File: src/core/eeprom_cmd_pkg.sv
// Constants and types for the serial EEPROM command port.
// Assumes the port runs on one system clock that oversamples the serial pins.
`default_nettype none
package eeprom_cmd_pkg;
    localparam int OPCODE_BITS = 8;
    localparam logic [2:0] OP_LATCH_SET = 3'h6;
    localparam logic [2:0] OP_LATCH_CLEAR = 3'h4;
    localparam logic [2:0] OP_STATUS_READ = 3'h5;
    localparam logic [2:0] OP_STATUS_WRITE = 3'h1;
    localparam logic [2:0] OP_ARRAY_READ = 3'h3;
    localparam logic [2:0] OP_ARRAY_WRITE = 3'h2;
    localparam int ST_PROTECT_ENABLE_POS = 7;
    localparam int ST_BLOCK_HI_POS = 3;
    localparam int ST_BLOCK_LO_POS = 2;
    localparam int ST_LATCH_POS = 1;
    localparam int ST_BUSY_POS = 0;
    localparam logic [7:0] STATUS_BUSY_READ = 8'hFF;
    localparam logic RESET_LATCH = 1'b0;
    localparam logic [1:0] RESET_BLOCK = 2'h0;
    localparam logic RESET_PROTECT_ENABLE = 1'b0;
    localparam int CLK_MHZ = 40;
    localparam int WRITE_CYCLE_MS = 10;
    localparam int WRITE_CYCLE_CYCLES = WRITE_CYCLE_MS * 1000 * CLK_MHZ;
    typedef enum logic [2:0] {
        ST_OPCODE = 3'b000,
        ST_RUN = 3'b001,
        ST_SHIFT_OUT = 3'b011,
        ST_IGNORE = 3'b010
    } port_state_e;
endpackage
`default_nettype wire

File: src/core/two_entry_buffer.sv
// Two-entry valid/ready buffer.
// Assumes both sides on the same clock.
`timescale 1ns/10ps
`default_nettype none
module two_entry_buffer #(
    parameter int WIDTH = 8
) (
    // Clock and reset
    input wire logic i_sys_clk,
    input wire logic i_rst,
    // Fill side
    input wire logic i_valid,
    output logic o_ready,
    input wire logic [WIDTH-1:0] i_data,
    // Drain side
    output logic o_valid,
    input wire logic i_ready,
    output logic [WIDTH-1:0] o_data
);
    logic [WIDTH-1:0] mem [2];
    logic wr_ptr;
    logic rd_ptr;
    logic [1:0] count;
    logic push;
    logic pop;

    initial begin
        if (WIDTH < 1) begin
            $error("WIDTH must be at least 1");
        end
    end

    assign o_ready = (count != 2'h2);
    assign o_valid = (count != 2'h0);
    assign push = i_valid && o_ready;
    assign pop = o_valid && i_ready;
    assign o_data = mem[rd_ptr];

    always_ff @(posedge i_sys_clk or posedge i_rst) begin
        if (i_rst) begin
            wr_ptr <= 1'b0;
            rd_ptr <= 1'b0;
            count <= 2'h0;
        end else begin
            if (push) begin
                wr_ptr <= ~wr_ptr;
            end
            if (pop) begin
                rd_ptr <= ~rd_ptr;
            end
            count <= count + {1'b0, push} - {1'b0, pop};
        end
    end

    always_ff @(posedge i_sys_clk) begin
        if (push) begin
            mem[wr_ptr] <= i_data;
        end
    end
endmodule
`default_nettype wire

File: src/core/eeprom_cmd_port.sv
// Serial command port of a byte-wide serial EEPROM, slave side.
// Assumes serial pins are asynchronous and oversampled by i_sys_clk.
`timescale 1ns/10ps
`default_nettype none
module eeprom_cmd_port #(
    parameter int WRITE_CYCLE_CYCLES = eeprom_cmd_pkg::WRITE_CYCLE_CYCLES
) (
    // Clock and reset
    input wire logic i_sys_clk,
    input wire logic i_rst,
    // Serial pins
    input wire logic i_select_n,
    input wire logic i_sclk,
    input wire logic i_sdi,
    output logic o_sdo,
    output logic o_sdo_oe_n,
    input wire logic i_pause_n,
    input wire logic i_protect_n,
    // Array-side byte stream
    output logic o_rx_valid,
    input wire logic i_rx_ready,
    output logic [7:0] o_rx_data,
    output logic o_array_read,
    output logic o_array_write,
    output logic o_write_start,
    // Status view
    output logic [7:0] o_status,
    output logic [1:0] o_protect_level,
    output logic o_busy
);
    logic [1:0] sel_sync;
    logic [1:0] clk_sync;
    logic [1:0] sdi_sync;
    logic [1:0] pause_sync;
    logic [1:0] prot_sync;
    logic sel_n;
    logic sclk_q;
    logic sclk_prev;
    logic sel_prev;
    logic sdi_s;
    logic paused;
    logic prot_n;
    logic rise;
    logic fall;
    logic sel_fall;
    logic sel_rise;
    logic active;
    eeprom_cmd_pkg::port_state_e state;
    logic [7:0] shift_in;
    logic [2:0] bit_cnt;
    logic [7:0] opcode;
    logic [7:0] shift_out;
    logic [2:0] out_cnt;
    logic sdo;
    logic drive;
    logic latch;
    logic [1:0] block;
    logic protect_en;
    logic [7:0] new_status;
    logic status_wr_pend;
    logic status_wr_abort;
    logic busy;
    logic [31:0] busy_cnt;
    logic hw_protected;
    logic [7:0] status_live;
    logic [7:0] status_view;
    logic opcode_ok;
    logic [2:0] op;
    logic [7:0] next_byte;
    logic byte_done;
    logic prot_prev;
    eeprom_cmd_pkg::port_state_e next_state;
    logic status_wr_go;
    logic array_wr_go;
    logic rx_push;

    initial begin
        if (WRITE_CYCLE_CYCLES < 1) begin
            $error("WRITE_CYCLE_CYCLES must be at least 1");
        end
        if (eeprom_cmd_pkg::OPCODE_BITS != 8) begin
            $error("op-code register must be eight bits");
        end
    end

    // Two-stage synchronisers; serial clock is only sampled
    always_ff @(posedge i_sys_clk or posedge i_rst) begin
        if (i_rst) begin
            sel_sync <= 2'h3;
            clk_sync <= 2'h0;
            sdi_sync <= 2'h0;
            pause_sync <= 2'h3;
            prot_sync <= 2'h3;
        end else begin
            sel_sync <= {sel_sync[0], i_select_n};
            clk_sync <= {clk_sync[0], i_sclk};
            sdi_sync <= {sdi_sync[0], i_sdi};
            pause_sync <= {pause_sync[0], i_pause_n};
            prot_sync <= {prot_sync[0], i_protect_n};
        end
    end

    assign sel_n = sel_sync[1];
    assign sclk_q = clk_sync[1];
    assign sdi_s = sdi_sync[1];
    assign prot_n = prot_sync[1];

    always_ff @(posedge i_sys_clk or posedge i_rst) begin
        if (i_rst) begin
            sclk_prev <= 1'b0;
            sel_prev <= 1'b1;
            prot_prev <= 1'b1;
        end else begin
            sclk_prev <= sclk_q;
            sel_prev <= sel_n;
            prot_prev <= prot_n;
        end
    end

    // Pause state changes only while the serial clock is low; deselect clears it at any time
    always_ff @(posedge i_sys_clk or posedge i_rst) begin
        if (i_rst) begin
            paused <= 1'b0;
        end else if (sel_n) begin
            paused <= 1'b0;
        end else if (!sclk_q) begin
            paused <= ~pause_sync[1];
        end
    end

    assign sel_fall = sel_prev && !sel_n;
    assign sel_rise = !sel_prev && sel_n;
    assign active = !sel_n && !paused;
    assign rise = active && sclk_q && !sclk_prev;
    assign fall = active && !sclk_q && sclk_prev;

    assign next_byte = {shift_in[6:0], sdi_s};
    assign byte_done = rise && (bit_cnt == 3'h7);
    assign op = next_byte[2:0];
    assign opcode_ok = (next_byte[7:4] == 4'h0) && (op != 3'h0) && (op != 3'h7);
    assign hw_protected = protect_en && !prot_n;

    // Bit counter and input shifter
    always_ff @(posedge i_sys_clk or posedge i_rst) begin
        if (i_rst) begin
            shift_in <= 8'h00;
            bit_cnt <= 3'h0;
        end else if (sel_fall) begin
            shift_in <= 8'h00;
            bit_cnt <= 3'h0;
        end else if (rise && state != eeprom_cmd_pkg::ST_IGNORE) begin
            shift_in <= next_byte;
            bit_cnt <= bit_cnt + 3'h1;
        end
    end

    // Command sequencing
    always_ff @(posedge i_sys_clk or posedge i_rst) begin
        if (i_rst) begin
            state <= eeprom_cmd_pkg::ST_OPCODE;
            opcode <= 8'h00;
        end else if (sel_fall) begin
            state <= eeprom_cmd_pkg::ST_OPCODE;
        end else if (byte_done && state == eeprom_cmd_pkg::ST_OPCODE) begin
            opcode <= next_byte;
            state <= next_state;
        end
    end

    // State that follows the op-code byte
    always_comb begin
        case (op)
            eeprom_cmd_pkg::OP_LATCH_SET,
            eeprom_cmd_pkg::OP_LATCH_CLEAR: begin
                next_state = eeprom_cmd_pkg::ST_RUN;
            end
            eeprom_cmd_pkg::OP_STATUS_READ: begin
                next_state = eeprom_cmd_pkg::ST_SHIFT_OUT;
            end
            eeprom_cmd_pkg::OP_ARRAY_READ: begin
                next_state = eeprom_cmd_pkg::ST_SHIFT_OUT;
            end
            eeprom_cmd_pkg::OP_STATUS_WRITE,
            eeprom_cmd_pkg::OP_ARRAY_WRITE: begin
                if (latch) begin
                    next_state = eeprom_cmd_pkg::ST_RUN;
                end else begin
                    next_state = eeprom_cmd_pkg::ST_IGNORE;
                end
            end
            default: begin
                next_state = eeprom_cmd_pkg::ST_IGNORE;
            end
        endcase
        if (!opcode_ok) begin
            next_state = eeprom_cmd_pkg::ST_IGNORE;
        end else if (busy && op != eeprom_cmd_pkg::OP_STATUS_READ) begin
            next_state = eeprom_cmd_pkg::ST_IGNORE;
        end
    end

    assign o_array_read = (state == eeprom_cmd_pkg::ST_SHIFT_OUT) &&
        (opcode[2:0] == eeprom_cmd_pkg::OP_ARRAY_READ) && !sel_n;
    assign o_array_write = (state == eeprom_cmd_pkg::ST_RUN) &&
        (opcode[2:0] == eeprom_cmd_pkg::OP_ARRAY_WRITE) && !sel_n;

    // Bytes after the op-code, except in status reads and ignored commands, go to the array side through a buffer
    assign rx_push = byte_done && state != eeprom_cmd_pkg::ST_OPCODE &&
        state != eeprom_cmd_pkg::ST_IGNORE &&
        opcode[2:0] != eeprom_cmd_pkg::OP_STATUS_READ;
    // A byte arriving with both entries full is dropped
    two_entry_buffer #(
        .WIDTH(8)
    ) u_rx_buf (
        .i_sys_clk(i_sys_clk),
        .i_rst(i_rst),
        .i_valid(rx_push),
        .o_ready(),
        .i_data(next_byte),
        .o_valid(o_rx_valid),
        .i_ready(i_rx_ready),
        .o_data(o_rx_data)
    );

    // Write latch, status write capture and abort
    always_ff @(posedge i_sys_clk or posedge i_rst) begin
        if (i_rst) begin
            latch <= eeprom_cmd_pkg::RESET_LATCH;
            status_wr_pend <= 1'b0;
            status_wr_abort <= 1'b0;
            new_status <= 8'h00;
        end else begin
            if (sel_fall) begin
                status_wr_pend <= 1'b0;
                status_wr_abort <= 1'b0;
            end
            if (byte_done && state == eeprom_cmd_pkg::ST_OPCODE && opcode_ok && !busy) begin
                if (op == eeprom_cmd_pkg::OP_LATCH_SET) begin
                    latch <= 1'b1;
                end
                if (op == eeprom_cmd_pkg::OP_LATCH_CLEAR) begin
                    latch <= 1'b0;
                end
            end
            if (byte_done && state == eeprom_cmd_pkg::ST_RUN &&
                opcode[2:0] == eeprom_cmd_pkg::OP_STATUS_WRITE && !status_wr_pend) begin
                new_status <= next_byte;
                status_wr_pend <= 1'b1;
                if (hw_protected) begin
                    status_wr_abort <= 1'b1;
                end
            end
            if (!sel_n && prot_prev && !prot_n && protect_en &&
                state == eeprom_cmd_pkg::ST_RUN &&
                opcode[2:0] == eeprom_cmd_pkg::OP_STATUS_WRITE) begin
                status_wr_abort <= 1'b1;
            end
            if (sel_rise && status_wr_pend) begin
                status_wr_pend <= 1'b0;
            end
            if (busy && busy_cnt == 32'h0000_0001) begin
                latch <= 1'b0;
            end
        end
    end

    // Internal write cycle timer
    always_ff @(posedge i_sys_clk or posedge i_rst) begin
        if (i_rst) begin
            busy <= 1'b0;
            busy_cnt <= 32'h0000_0000;
            block <= eeprom_cmd_pkg::RESET_BLOCK;
            protect_en <= eeprom_cmd_pkg::RESET_PROTECT_ENABLE;
        end else if (busy) begin
            busy_cnt <= busy_cnt - 32'h0000_0001;
            if (busy_cnt == 32'h0000_0001) begin
                busy <= 1'b0;
            end
        end else if (status_wr_go) begin
            busy <= 1'b1;
            busy_cnt <= WRITE_CYCLE_CYCLES[31:0];
            block <= {new_status[eeprom_cmd_pkg::ST_BLOCK_HI_POS],
                      new_status[eeprom_cmd_pkg::ST_BLOCK_LO_POS]};
            protect_en <= new_status[eeprom_cmd_pkg::ST_PROTECT_ENABLE_POS];
        end else if (array_wr_go) begin
            busy <= 1'b1;
            busy_cnt <= WRITE_CYCLE_CYCLES[31:0];
        end
    end

    // Write cycles start on the select rise that ends a complete command
    assign status_wr_go = sel_rise && status_wr_pend && !status_wr_abort &&
        !hw_protected;
    assign array_wr_go = sel_rise && latch && state == eeprom_cmd_pkg::ST_RUN &&
        opcode[2:0] == eeprom_cmd_pkg::OP_ARRAY_WRITE;
    assign o_write_start = status_wr_go && !busy;

    // Live status layout
    always_comb begin
        status_live = 8'h00;
        status_live[eeprom_cmd_pkg::ST_PROTECT_ENABLE_POS] = protect_en;
        status_live[eeprom_cmd_pkg::ST_BLOCK_HI_POS] = block[1];
        status_live[eeprom_cmd_pkg::ST_BLOCK_LO_POS] = block[0];
        status_live[eeprom_cmd_pkg::ST_LATCH_POS] = latch;
        status_live[eeprom_cmd_pkg::ST_BUSY_POS] = busy;
    end

    assign status_view = busy ? eeprom_cmd_pkg::STATUS_BUSY_READ : status_live;

    // Output shifter: loads status on a status-read op-code, advances on falling edges
    always_ff @(posedge i_sys_clk or posedge i_rst) begin
        if (i_rst) begin
            shift_out <= 8'h00;
            out_cnt <= 3'h0;
            sdo <= 1'b0;
            drive <= 1'b0;
        end else if (sel_n || state == eeprom_cmd_pkg::ST_IGNORE) begin
            drive <= 1'b0;
            out_cnt <= 3'h0;
        end else if (byte_done && state == eeprom_cmd_pkg::ST_OPCODE &&
                     opcode_ok && op == eeprom_cmd_pkg::OP_STATUS_READ) begin
            shift_out <= status_view;
            out_cnt <= 3'h0;
        end else if (fall && state == eeprom_cmd_pkg::ST_SHIFT_OUT) begin
            sdo <= shift_out[7];
            shift_out <= {shift_out[6:0], 1'b0};
            drive <= 1'b1;
            out_cnt <= out_cnt + 3'h1;
            if (out_cnt == 3'h7) begin
                shift_out <= status_view;
            end
        end
    end

    // Pin and status outputs
    assign o_sdo = sdo;
    assign o_sdo_oe_n = !(drive && active);
    assign o_status = status_live;
    assign o_protect_level = block;
    assign o_busy = busy;
endmodule
`default_nettype wire

File: config.mk
export PLATFORM = sky130hd
export DESIGN_NAME = eeprom_cmd_port
export DESIGN_NICKNAME = d
export VERILOG_FILES = /design/src/core/eeprom_cmd_pkg.sv /design/src/core/two_entry_buffer.sv /design/src/core/eeprom_cmd_port.sv
export SDC_FILE = /design/constraint.sdc
export NUM_CORES = 1
export LEC_CHECK = 0
export BUFFER_PORTS_ARGS = -buffer_cell sky130_fd_sc_hd__buf_2
export CORE_MARGIN = 5
export CORE_UTILIZATION = 62
export CTS_BUF_LIST = sky130_fd_sc_hd__clkbuf_8
export CTS_CLUSTER_SIZE = 28
export DETAILED_ROUTE_END_ITERATION = 10
export PLACE_DENSITY = 0.82
export RECOVER_POWER = 25
export SLEW_MARGIN = 0
export SYNTH_ARGS = -nofsm -noshare
export SYNTH_HDL_FRONTEND = slang
export SYNTH_SLANG_ARGS = --single-unit
export TNS_END_PERCENT = 1
File: constraint.sdc
create_clock -name i_sys_clk -period 3.5 [get_ports i_sys_clk]
set_input_delay 0.35 -clock i_sys_clk [delete_from_list [all_inputs] [get_ports i_sys_clk]]
set_output_delay 0.35 -clock i_sys_clk [all_outputs]
set_load 0.02 [all_outputs]
### Yosys cells after proc, flatten, opt, wreduce, memory -nomap -nowiden

Memory sizes are Yosys's and may differ from the RTL's.
Cells that the tools add are included.

| word-level totals | value |
|---|---|
| input port bits | 8 |
| bits in latches | 0 |
| word-level logic and storage cells | 184 |
| ROM bits | 0 |
| output and inout bits | 25 |
| bits in registers | 94 |
| memories | 1 |
| memory bits (writable) | 16 |

Memories:

| memory | depth | width | read ports | clocked after Yosys merged registers in | wr ports | RTL line | source |
|---|---|---|---|---|---|---|---|
| u_rx_buf.mem | 2 | 8 | 1 | 0 | 1 | two_entry_buffer.sv:20 | `logic [WIDTH-1:0] mem [2];` |

| operators by class | value |
|---|---|
| shift operators | 0 |
| add/subtract/negate cells | 5 |
| multiplexer cells | 42 |
| divide/modulo/power cells | 0 |
| bitwise logic cells | 7 |
| $lt $le $gt $ge | 0 |
| reductions and logical operators | 79 |
| multiply operators | 0 |
| equal/unequal tests | 22 |

Operators by type and width:

| operator | number |
|---|---|
| $mux W32 | 3 |
| $logic_and A1 B1 Y1 | 44 |
| $eq A32 B1 Y1 const B | 1 |
| $mux W8 | 4 |
| $sub A32 B1 Y32 const B | 1 |
| $mux W3 | 9 |
| $mux W1 | 22 |
| $eq A3 B2 Y1 const B | 6 |
| $reduce_bool A3 Y1 | 6 |
| $eq A3 B3 Y1 const B | 5 |
| $mux W7 | 2 |
| $reduce_bool A2 Y1 | 6 |
| $logic_not A1 Y1 | 11 |
| $reduce_and A2 Y1 | 5 |
| $eq A3 B1 Y1 const B | 3 |
| $ne A3 B3 Y1 const B | 3 |
| $not A1 Y1 | 7 |
| $add A3 B1 Y3 const B | 2 |
| $ne A2 B2 Y1 const B | 3 |
| $pmux W2 S3 | 1 |
| $reduce_or A2 Y1 | 3 |
| $logic_not A4 Y1 | 1 |
| $logic_not A3 Y1 | 1 |
| $ne A3 B2 Y1 const B | 1 |
| other kinds (5) | 5 |

### Logic depth before layout (Yosys ltp)

Gate-level depths: netlist of run 1.

| depth | value |
|---|---|
| word-level depth | 11 |
| gate-level depth with buffers | 8 |
| mapped depth without buffers | 8 |

### Modules after synthesis

A second synthesis of run 1 with hierarchy kept.

| second synthesis, totals | value |
|---|---|
| cell total of the unflattened synthesis | 412 |
| area total of the unflattened synthesis | 4682.0 µm² |

Modules (own cells, without submodules):

| module | cells an instance | area an instance (µm²) | times used | seq. area each (µm²) |
|---|---|---|---|---|
| eeprom_cmd_port | 369 | 3903.7 | 1 | 2112.0 |
| two_entry_buffer | 43 | 778.2 | 1 | 580.6 |

### Worst setup path after synthesis of run 1

No wires, ideal clock.

| timing path | value |
|---|---|
| path kind | register to register |
| start point | reg sel_sync[1] |
| end point | reg block[0] (netlist: o_protect_level[0]) |
| data arrival time | 2.321 ns |
| setup slack | 1.054 ns |
| period minus slack after synthesis | 2.446 ns |
| stages on the path, launching flop included | 6 |
| path buffers | 1 |
| setup time | 0.125 ns |
| data required time | 3.375 ns |
| cell sequence | dfstp_2 > clkbuf_1 > nand2b_1 > or4b_2 > nor2_1 > mux2_2 |

| between the ends | value |
|---|---|
| word-level cells in the longest chain between the ends | 5 |

Ends and longest elaborated chain:

| item | RTL line | source |
|---|---|---|
| from (decl) | eeprom_cmd_port.sv:31 | `logic [1:0] sel_sync;` |
| from (signal assigned) | eeprom_cmd_port.sv:95 | `sel_sync <= {sel_sync[0], i_select_n};` |
| $logic_and A1 B1 Y1 | eeprom_cmd_port.sv:132 | `assign sel_rise = !sel_prev && sel_n;` |
| $logic_and A1 B1 Y1 (3 in series) | eeprom_cmd_port.sv:292 | `assign status_wr_go = sel_rise && status_wr_pend && !status_wr_abort &&` |
| $reduce_and A2 Y1 (no source line) | n/a |  |
| to (signal assigned) | eeprom_cmd_port.sv:272 | `block <= eeprom_cmd_pkg::RESET_BLOCK;` |
| to (signal assigned) | eeprom_cmd_port.sv:282 | `block <= {new_status[eeprom_cmd_pkg::ST_BLOCK_HI_POS],` |
| to (decl) | eeprom_cmd_port.sv:57 | `logic [1:0] block;` |

No other way between the ends.
A chain may end at the register's enable or synchronous reset.

### Final worst setup path of run 1

| timing path | value |
|---|---|
| start point | reg sel_sync[1] |
| end point | out o_write_start |

| between the ends | value |
|---|---|
| word-level cells in the longest chain between the ends | 5 |

Ends and longest elaborated chain:

| item | RTL line | source |
|---|---|---|
| $logic_and A1 B1 Y1 | eeprom_cmd_port.sv:132 |  |
| $logic_and A1 B1 Y1 (3 in series) | eeprom_cmd_port.sv:292 |  |
| $logic_and A1 B1 Y1 | eeprom_cmd_port.sv:296 | `assign o_write_start = status_wr_go && !busy;` |
| to (decl) | eeprom_cmd_port.sv:25 | `output logic o_write_start,` |

No other way between the ends.

==> summary.md, run 1 <==
| Metric | Value |
|---|---|
| PD cells | between 400 and 500 nW/um^2 |
| Final ANT Viol Nets | 0 |
| Setup crit end kind | primary output |
| DRC | 0 |
| Core area | 7290 sq um |
| Share of cells above drive strength 1 | 0.211 |
| CP Buf/Inv Count | 1 |
| Yosys warns | 0 |
| Comb pwr share | 0.100 |
| Share of the synthesized area in the top cell type | 0.431 |
| Clock share of power | 0.326 |
| Worst path depth | 4 |
| Crit path launch type | flop |
| RePlAce Congestion | between 0.8 and 0.9 |
| DRT iter0 DRCs | 149 |
| Top FF cell, synth | dfrtp_1 |
| First-pass GRT wire length | 14700 um |
| Antenna fix cells | 0 |
| CTS tree | done |
| Slew @ Worst Pin | 2360 ps |
| Initial antenna violation count | 0 |
| Adder-Cell Fraction of Synth Area | 0.0216 |
| WL/cell | 16.4 um |
| Dpl hpwl | 5980 um |
| Largest net degree at the start of global routing | 55 |
| Maximum clock path buffer count | 2 |
| Setup violators final | 0 |
| Worst path slowest cell | dfstp_1 |
| Critical path's top delay family | simple AND/OR/NAND/NOR gates |
| Sequential share of power | 0.574 |
| Cell accounting for the most synthesized area | dfrtp_1 |
| Sw frac | 0.248 |
| Ranking of synthesized cells by area | dfrtp_1, edfxtp_1, mux2_2 |
| Number of flops mapped to enable cells by yosys | 16 |
| Die width | 96.5 um |
| 1st-pass router iterations | 5 |
| IO Pins | 33 |
| Critical Path, Cell by Cell | nand2b_1, or4b_2, nor2_1, buf_2 |
| Final period utilization | 0.801 |
| Syn Inst Count | 391 |
| Die ar. | 9320 sq um |
| Max FO, Critical Path | 10 |
| Minimum clock period | approximately 2800 ps |
| Post-synthesis mux area share | 0.0895 |
| Failing checks | capacitance limit, slew limit |
| Standard-cell rows | 31 |
| Total of flip-flops plus latches after synthesis | ~100 |
| # nets final | 432 |
| Crit path arrival time | 2450 ps |
| CTS Root Cell | clkbuf_8 |
| Hold Path Depth | 1 |
| Critical path required time | 3150 ps |
| Setup_tns | 0 ps |
| Later-pin clock latency in the skew report | 360 ps |
| Setup Skew | 11.8 ps |
| Post-CTS Setup Repair Bufs | 0 |
| WL final | 8550 um |
| Final hold violations | 0 |
| Placed cell count | about 500 |
| Leakage | around 0.0023 uW |
| Vias in the first global route | 3058 |
| Vias per inst | 5.99 |
| Clk sinks | roughly 100 |
| Simple-gate area share of the yosys netlist | 0.171 |
| Maxcap violations | 1 |
| Slew HR | -0.579 |
| WS Path Type | flop to primary output |
| Syn Std Cell Area | 4640 sq um |
| Overall routing resource usage | 0.206 |
| RSZ-0062 raised after global routing | no |
| Hold_buf cts | 0 |
| Hold Crit Class | input port to flop |
| Ys async rst share | 0.846 |
| Max Freq | 0.357 GHz |
| Chip height | approximately 97 um |
| Avg Inst Size Synth | 11.9 sq um |
| H-tree Lvls | 3 |
| Critical Path Max Stage Delay | 710 ps |
| Initial Util | 0.637 |
| Count of different cell masters after synthesis | between 50 and 60 |
| Status | finished with violations |
| IO buf count | 29 |
| Combinational family with the most area after synthesis | simple AND/OR/NAND/NOR gates |
| Psw | 562 uW |
| Worst Reg-to-Reg Cells | 5 |
| CTS Buf Count | 9 |
| Non-Filler Instances | 520 |
| Internal power | 1710 uW |
| Compound-gate portion of the synthesized area | 0.0914 |
| Post_cts resized | 0 |
| Layout Area Growth over Synthesis | 8.95% |
| Worst-path clk slew | roughly 100 ps |
| Vias | 3117 |
| Xor and xnor area share after synthesis | 0.0132 |
| VDD IR max | 302 uV |
| Sequential share of the synthesized area | 0.580 |
| Grt ovf | 0 |
| Slew Viols, Final | 54 |
Yosys cell counts (all sizes together) (7+ instances only):
cell,count
nand2,25
edfxtp,16
inv,10
nor4,8
nand3,13
a221o,7
dfrtp,80
buf,12
clkbuf,10
or4,10
nor3,11
mux2i,19
a21oi,8
nor2,34
ha,8
o21ai,16
dfstp,8
mux2,20
final cells by class:
cell class | instances | area, sq um
Clock buffer | 10 | 138
Clock inverter | 6 | 60.1
Fill cell | 523 | 2230
Inverter | 10 | 38.8
Multi-Input combinational cell | 257 | 1810
Sequential cell | 104 | 2690
Tap cell | 99 | 124
Timing Repair Buffer | 34 | 195
power groups by stage:
| stage | registers [uW] | logic (uW) | clock network [uW] |
|---|---|---|---|
| after detailed placement | 1330 | 231 | 0 |
| final | 1300 | 227 | 740 |
| after CTS | 1300 | 232 | 760 |
| after global placement | 1320 | 221 | 0 |
| after global routing | 1310 | 254 | 807 |
| after floorplan | 1300 | 190 | 0 |
worst reg2reg max path, stage by stage (launching register included):
cell and delay [ps]:
dfrtp_1 420, or4_1 560, nor4_1 590, nand3_1 460
o311ai_0 430, o41ai_1 140
metrics by stage:
stage               setup WS, ps  utilization  instance area, sq um  hold slack [ps]  power, uW
finish                       696        0.694                  5060             78.8       2270
global route                 556        0.694                  5060             47.4       2370
CTS                          720        0.694                  5060             60.5       2300
detailed placement           745        0.667                  4860              343       1560
global placement             894        0.667                  4860              332       1550
floorplan                    885            -                  4650              331       1490
sequential cells by signal, summed over array words and instances, names as in the netlist, 2 cells and up:
| register | flops |
|---|---|
| bit_cnt | 3 |
| sel_sync | 2 |
| u_rx_buf.count | 2 |
| prot_sync | 2 |
| clk_sync | 2 |
| u_rx_buf.mem | 16 |
| new_status | 3 |
| o_protect_level | 2 |
| sdi_sync | 2 |
| shift_in | 7 |
| out_cnt | 3 |
| shift_out | 8 |
| busy_cnt | 32 |
| opcode | 3 |
| state | 2 |
| pause_sync | 2 |
placed cells by master (no fill, tap or decap), types with 7 or more instances in the layout:
master | synthesis | routed
nor4_1 | 8 | 8
nand2_1 | 25 | 25
dfrtp_1 | 80 | 80
inv_1 | 10 | 11
clkbuf_8 | 0 | 10
mux2i_1 | 19 | 19
nand3_1 | 13 | 13
a21oi_1 | 8 | 8
nor3_1 | 10 | 10
buf_2 | 3 | 29
o21ai_0 | 16 | 16
ha_1 | 8 | 8
mux2_2 | 20 | 20
or4_1 | 8 | 8
a221o_1 | 7 | 7
edfxtp_1 | 16 | 16
nor2_1 | 34 | 34
worst paths after layout:
check	startpoint	to	slack [ps]
worst max-delay path	sel_sync[1]	o_write_start	700
min in group asynchronous	i_rst	shift_in[5]	620
worst min register to register	prot_sync[0]	prot_sync[1]	370
max in group asynchronous	i_rst	busy_cnt[5]	1810
worst max register to register	busy_cnt[6]	busy_cnt[23]	770
worst min-delay path	i_protect_n	prot_sync[0]	80
metal layers:
layer / share of wire / vias to the layer above / global-route usage
li1: - / 1483 / -
met1: 0.45 / 1568 / 0.273
met2: 0.50 / 60 / 0.337
met3: 0.041 / 6 / 0.0418
met4: 0.0084 / 0 / 0.0724
met5: 0 / - / 0
kinds of logic after synthesis:
group,Yosys count
compound gates,60
xor+xnor,7
fa+ha+maj,8
buf+inv,32
flops,104
mux,39
other cells,1
simple gates,140
Note: power is estimated with default switching activity, not from simulation.
==> run 2: changes to the inputs <==
--- a/config.mk
+++ b/config.mk
@@ -7,11 +7,11 @@
 export LEC_CHECK = 0
 export BUFFER_PORTS_ARGS = -buffer_cell sky130_fd_sc_hd__buf_2
 export CORE_MARGIN = 5
-export CORE_UTILIZATION = 62
+export CORE_UTILIZATION = 56
 export CTS_BUF_LIST = sky130_fd_sc_hd__clkbuf_8
 export CTS_CLUSTER_SIZE = 28
 export DETAILED_ROUTE_END_ITERATION = 10
-export PLACE_DENSITY = 0.82
+export PLACE_DENSITY = 0.78
 export RECOVER_POWER = 25
 export SLEW_MARGIN = 0
 export SYNTH_ARGS = -nofsm -noshare
==> constraint.sdc (replaced) <==
create_clock -name i_sys_clk -period 2.5 [get_ports i_sys_clk]
set_input_delay 0.25 -clock i_sys_clk [delete_from_list [all_inputs] [get_ports i_sys_clk]]
set_output_delay 0.25 -clock i_sys_clk [all_outputs]
set_load 0.02 [all_outputs]
==> summary.md, run 2 (same netlist as run 1, synthesis figures left out) <==
| Metric | Value |
|---|---|
| Worst-path clk slew | 100 ps (about the same) |
| Sequential share of power | 0.566 (-0.008) |
| DRC | 0 (unchanged) |
| Setup Skew | 11.3 ps (-0.504 ps) |
| IO buf count | 29 (unchanged) |
| Share of cells above drive strength 1 | 0.243 (+0.0318) |
| Max FO, Critical Path | 6 (-4) |
| Final ANT Viol Nets | 0 (unchanged) |
| Internal power | 2440 uW (+43%) |
| Commonest non-fill, non-tap cells in the layout | dfrtp_1, nor2_1, buf_2 |
| Slew Viols, Final | 89 (+65%) |
| Clock share of power | 0.334 (+0.008) |
| RSZ-0062 raised after global routing | no |
| Vias | 3126 (+0.29%) |
| Largest Register | busy_cnt |
| Layout Area Growth over Synthesis | 12.7% |
| DR WL met3 | 302 um (-14%) |
| Critical path's top delay family | simple AND/OR/NAND/NOR gates |
| VDD IR max | 322 uV (+6.5%) |
| CTS Buf Count | 9 (unchanged) |
| Vias per inst | 5.74 (-4.3%) |
| FILL cells | 626 (+20%) |
| WS Path Type | flop to primary output |
| Initial antenna violation count | 0 (unchanged) |
| Dpl hpwl | 5800 um (-3.0%) |
| Grt ovf | 0 (unchanged) |
| Slew HR | -0.414 (+0.165) |
| Maximum clock path buffer count | 2 (unchanged) |
| Comb pwr share | 0.100 (about the same) |
| H-tree Lvls | 3 (unchanged) |
| Max layer used | met4 |
| Critical Path Max Stage Delay | 720 ps (about the same) |
| Worst path slowest cell | or4b_2 |
| Max reg flops | 32 (unchanged) |
| RePlAce Congestion | 0.803 (-0.45%) |
| CTS tree | done |
| Failing checks | capacitance limit, slew limit |
| Leakage | 0.00242 uW (+4.0%) |
| Maxcap violations | 1 (unchanged) |
| Antenna fix cells | 0 (unchanged) |
| CTS Root Cell | clkbuf_8 |
| Initial Util | 0.571 (-0.0659) |
| Max Freq | 0.424 GHz |
| WL final | 8570 um (+0.26%) |
| Post-DP Area | 4950 sq um (+1.9%) |
| Clk sinks | 104 (unchanged) |
| Critical Path, Cell by Cell | nand2b_1, or4b_2, nor2_4, buf_2 |
| Psw | 768 uW (+37%) |
| Largest net degree at the start of global routing | 89 (+62%) |
| Design Area, Final | 5230 sq um (+3.4%) |
| Smallest hold slack | 213 ps (+134 ps) |
| Crit path launch type | flop |
| DRT iter0 DRCs | 161 (+8.1%) |
| Core area | 8130 sq um (+12%) |
| WL/cell | 15.7 um (-4.3%) |
| PD cells | 614 nW/um^2 (+37%) |
| Status | finished with violations |
| Standard-cell rows | 33 (+6.5%) |
| Critical path required time | 2250 ps (-900 ps) |
| Chip height | 101 um (+4.7%) |
| Most common cell after layout, fill and taps aside | dfrtp_1 |
| Slew @ Worst Pin | 2120 ps (-235 ps) |
| Setup_tns | 0 ps (unchanged) |
| WL met1 | 3900 um (+2.0%) |
| Hold Crit Class | input port to flop |
| Vias in the first global route | 3188 (+4.3%) |
| IO Pins | 33 (unchanged) |
| # nets final | 451 (+4.4%) |
| Final hold violations | 0 (unchanged) |
| Overall routing resource usage | 0.184 (-0.0211) |
| Regs by FF count | busy_cnt (32), u_rx_buf.mem (16), shift_out (8) |
| Setup crit end kind | primary output |
| Later-pin clock latency in the skew report | 360 ps (about the same) |
| Final period utilization | 0.944 |
| Die ar. | 10200 sq um (+9.6%) |
| 1st-pass router iterations | 4 (-1) |
| Sw frac | 0.239 (-0.00859) |
| Setup violators final | 0 (unchanged) |
| Minimum clock period | 2360 ps |
| CP Buf/Inv Count | 1 (unchanged) |
| Final design utilization | 0.643 (-0.0504) |
| First-pass GRT wire length | 14900 um (+1.6%) |
| Wire length on met2 | 4230 um (-1.7%) |
| Die width | 101 um (+4.7%) |
| Crit path arrival time | 2110 ps (-340 ps) |
## run 2: cell count changes in the layout (fill, tap and decap cells not counted), sizes merged
cell | previous run | this run
buf | 34 | 46
clkbuf | 10 | 14
inv | 13 | 11
dlygate4sd3 | 0 | 5
## run 2: metal layers
metal | vias up | track usage
li1 | 1517 | -
met3 | 12 | 0.0554
met4 | 0 | 0.0603
met2 | 51 | 0.298
met5 | - | 0
met1 | 1546 | 0.239
## run 2: area by class of cell
| cell class | instances | area (sq um) | share of cell area |
|---|---|---|---|
| clock buffer | 12 | 165 | 0.0316 |
| clock inverter | 4 | 45.0 | 0.00861 |
| inverter | 10 | 41.3 | 0.00789 |
| multi-input combinational | 257 | 1820 | 0.348 |
| sequential | 104 | 2690 | 0.515 |
| tap | 105 | 131 | 0.0251 |
| timing repair buffer | 53 | 334 | 0.0638 |
## run 2: worst register-to-register path, cell delays in order, from the launching register on
cell	delay (ps)
dfstp_2	580
nand2b_1	80
or4b_2	720
a21o_1	450
o311ai_0	240
o41ai_1	130
## run 2: final timing paths
check                            startpoint               to  slack [ps]  depth (start not counted)
worst max-delay path            sel_sync[1]    o_write_start         140                          4
worst min-delay path             i_rx_ready  u_rx_buf.rd_ptr         210                          3
worst max register to register  sel_sync[1]     busy_cnt[26]         160                          5
worst min register to register  sel_sync[0]      sel_sync[1]         360                          0
max in group asynchronous             i_rst    new_status[7]         600                          3
min in group asynchronous             i_rst     busy_cnt[18]         660                          3
## run 2: what timing repair did
action / CTS / global route
hold endpoints to repair: 5 / 0
setup endpoints to repair: 1 / 4
buffers inserted: 0 / 3
hold buffers: 5 / 0
gates resized for setup: 1 / 3
pin swaps: 0 / 0
## run 2: power groups by stage
stage	clock, uW	combinational [uW]	sequential [uW]
finish	1070	320	1820
global route	1180	354	1830
CTS	1110	327	1820
detailed placement	0	320	1850
global placement	0	307	1850
floorplan	0	267	1820
## run 2: through the flow
step | worst slack [ps] | total power [uW] | cells
2_1_floorplan | 54.5 | 2080 | 393
3_3_place_gp | 239 | 2160 | 521
3_5_place_dp | 136 | 2170 | 521
4_1_cts | 1.34 | 3250 | 542
5_1_grt | 26.4 | 3360 | 545
6_report | 139 | 3210 | 545
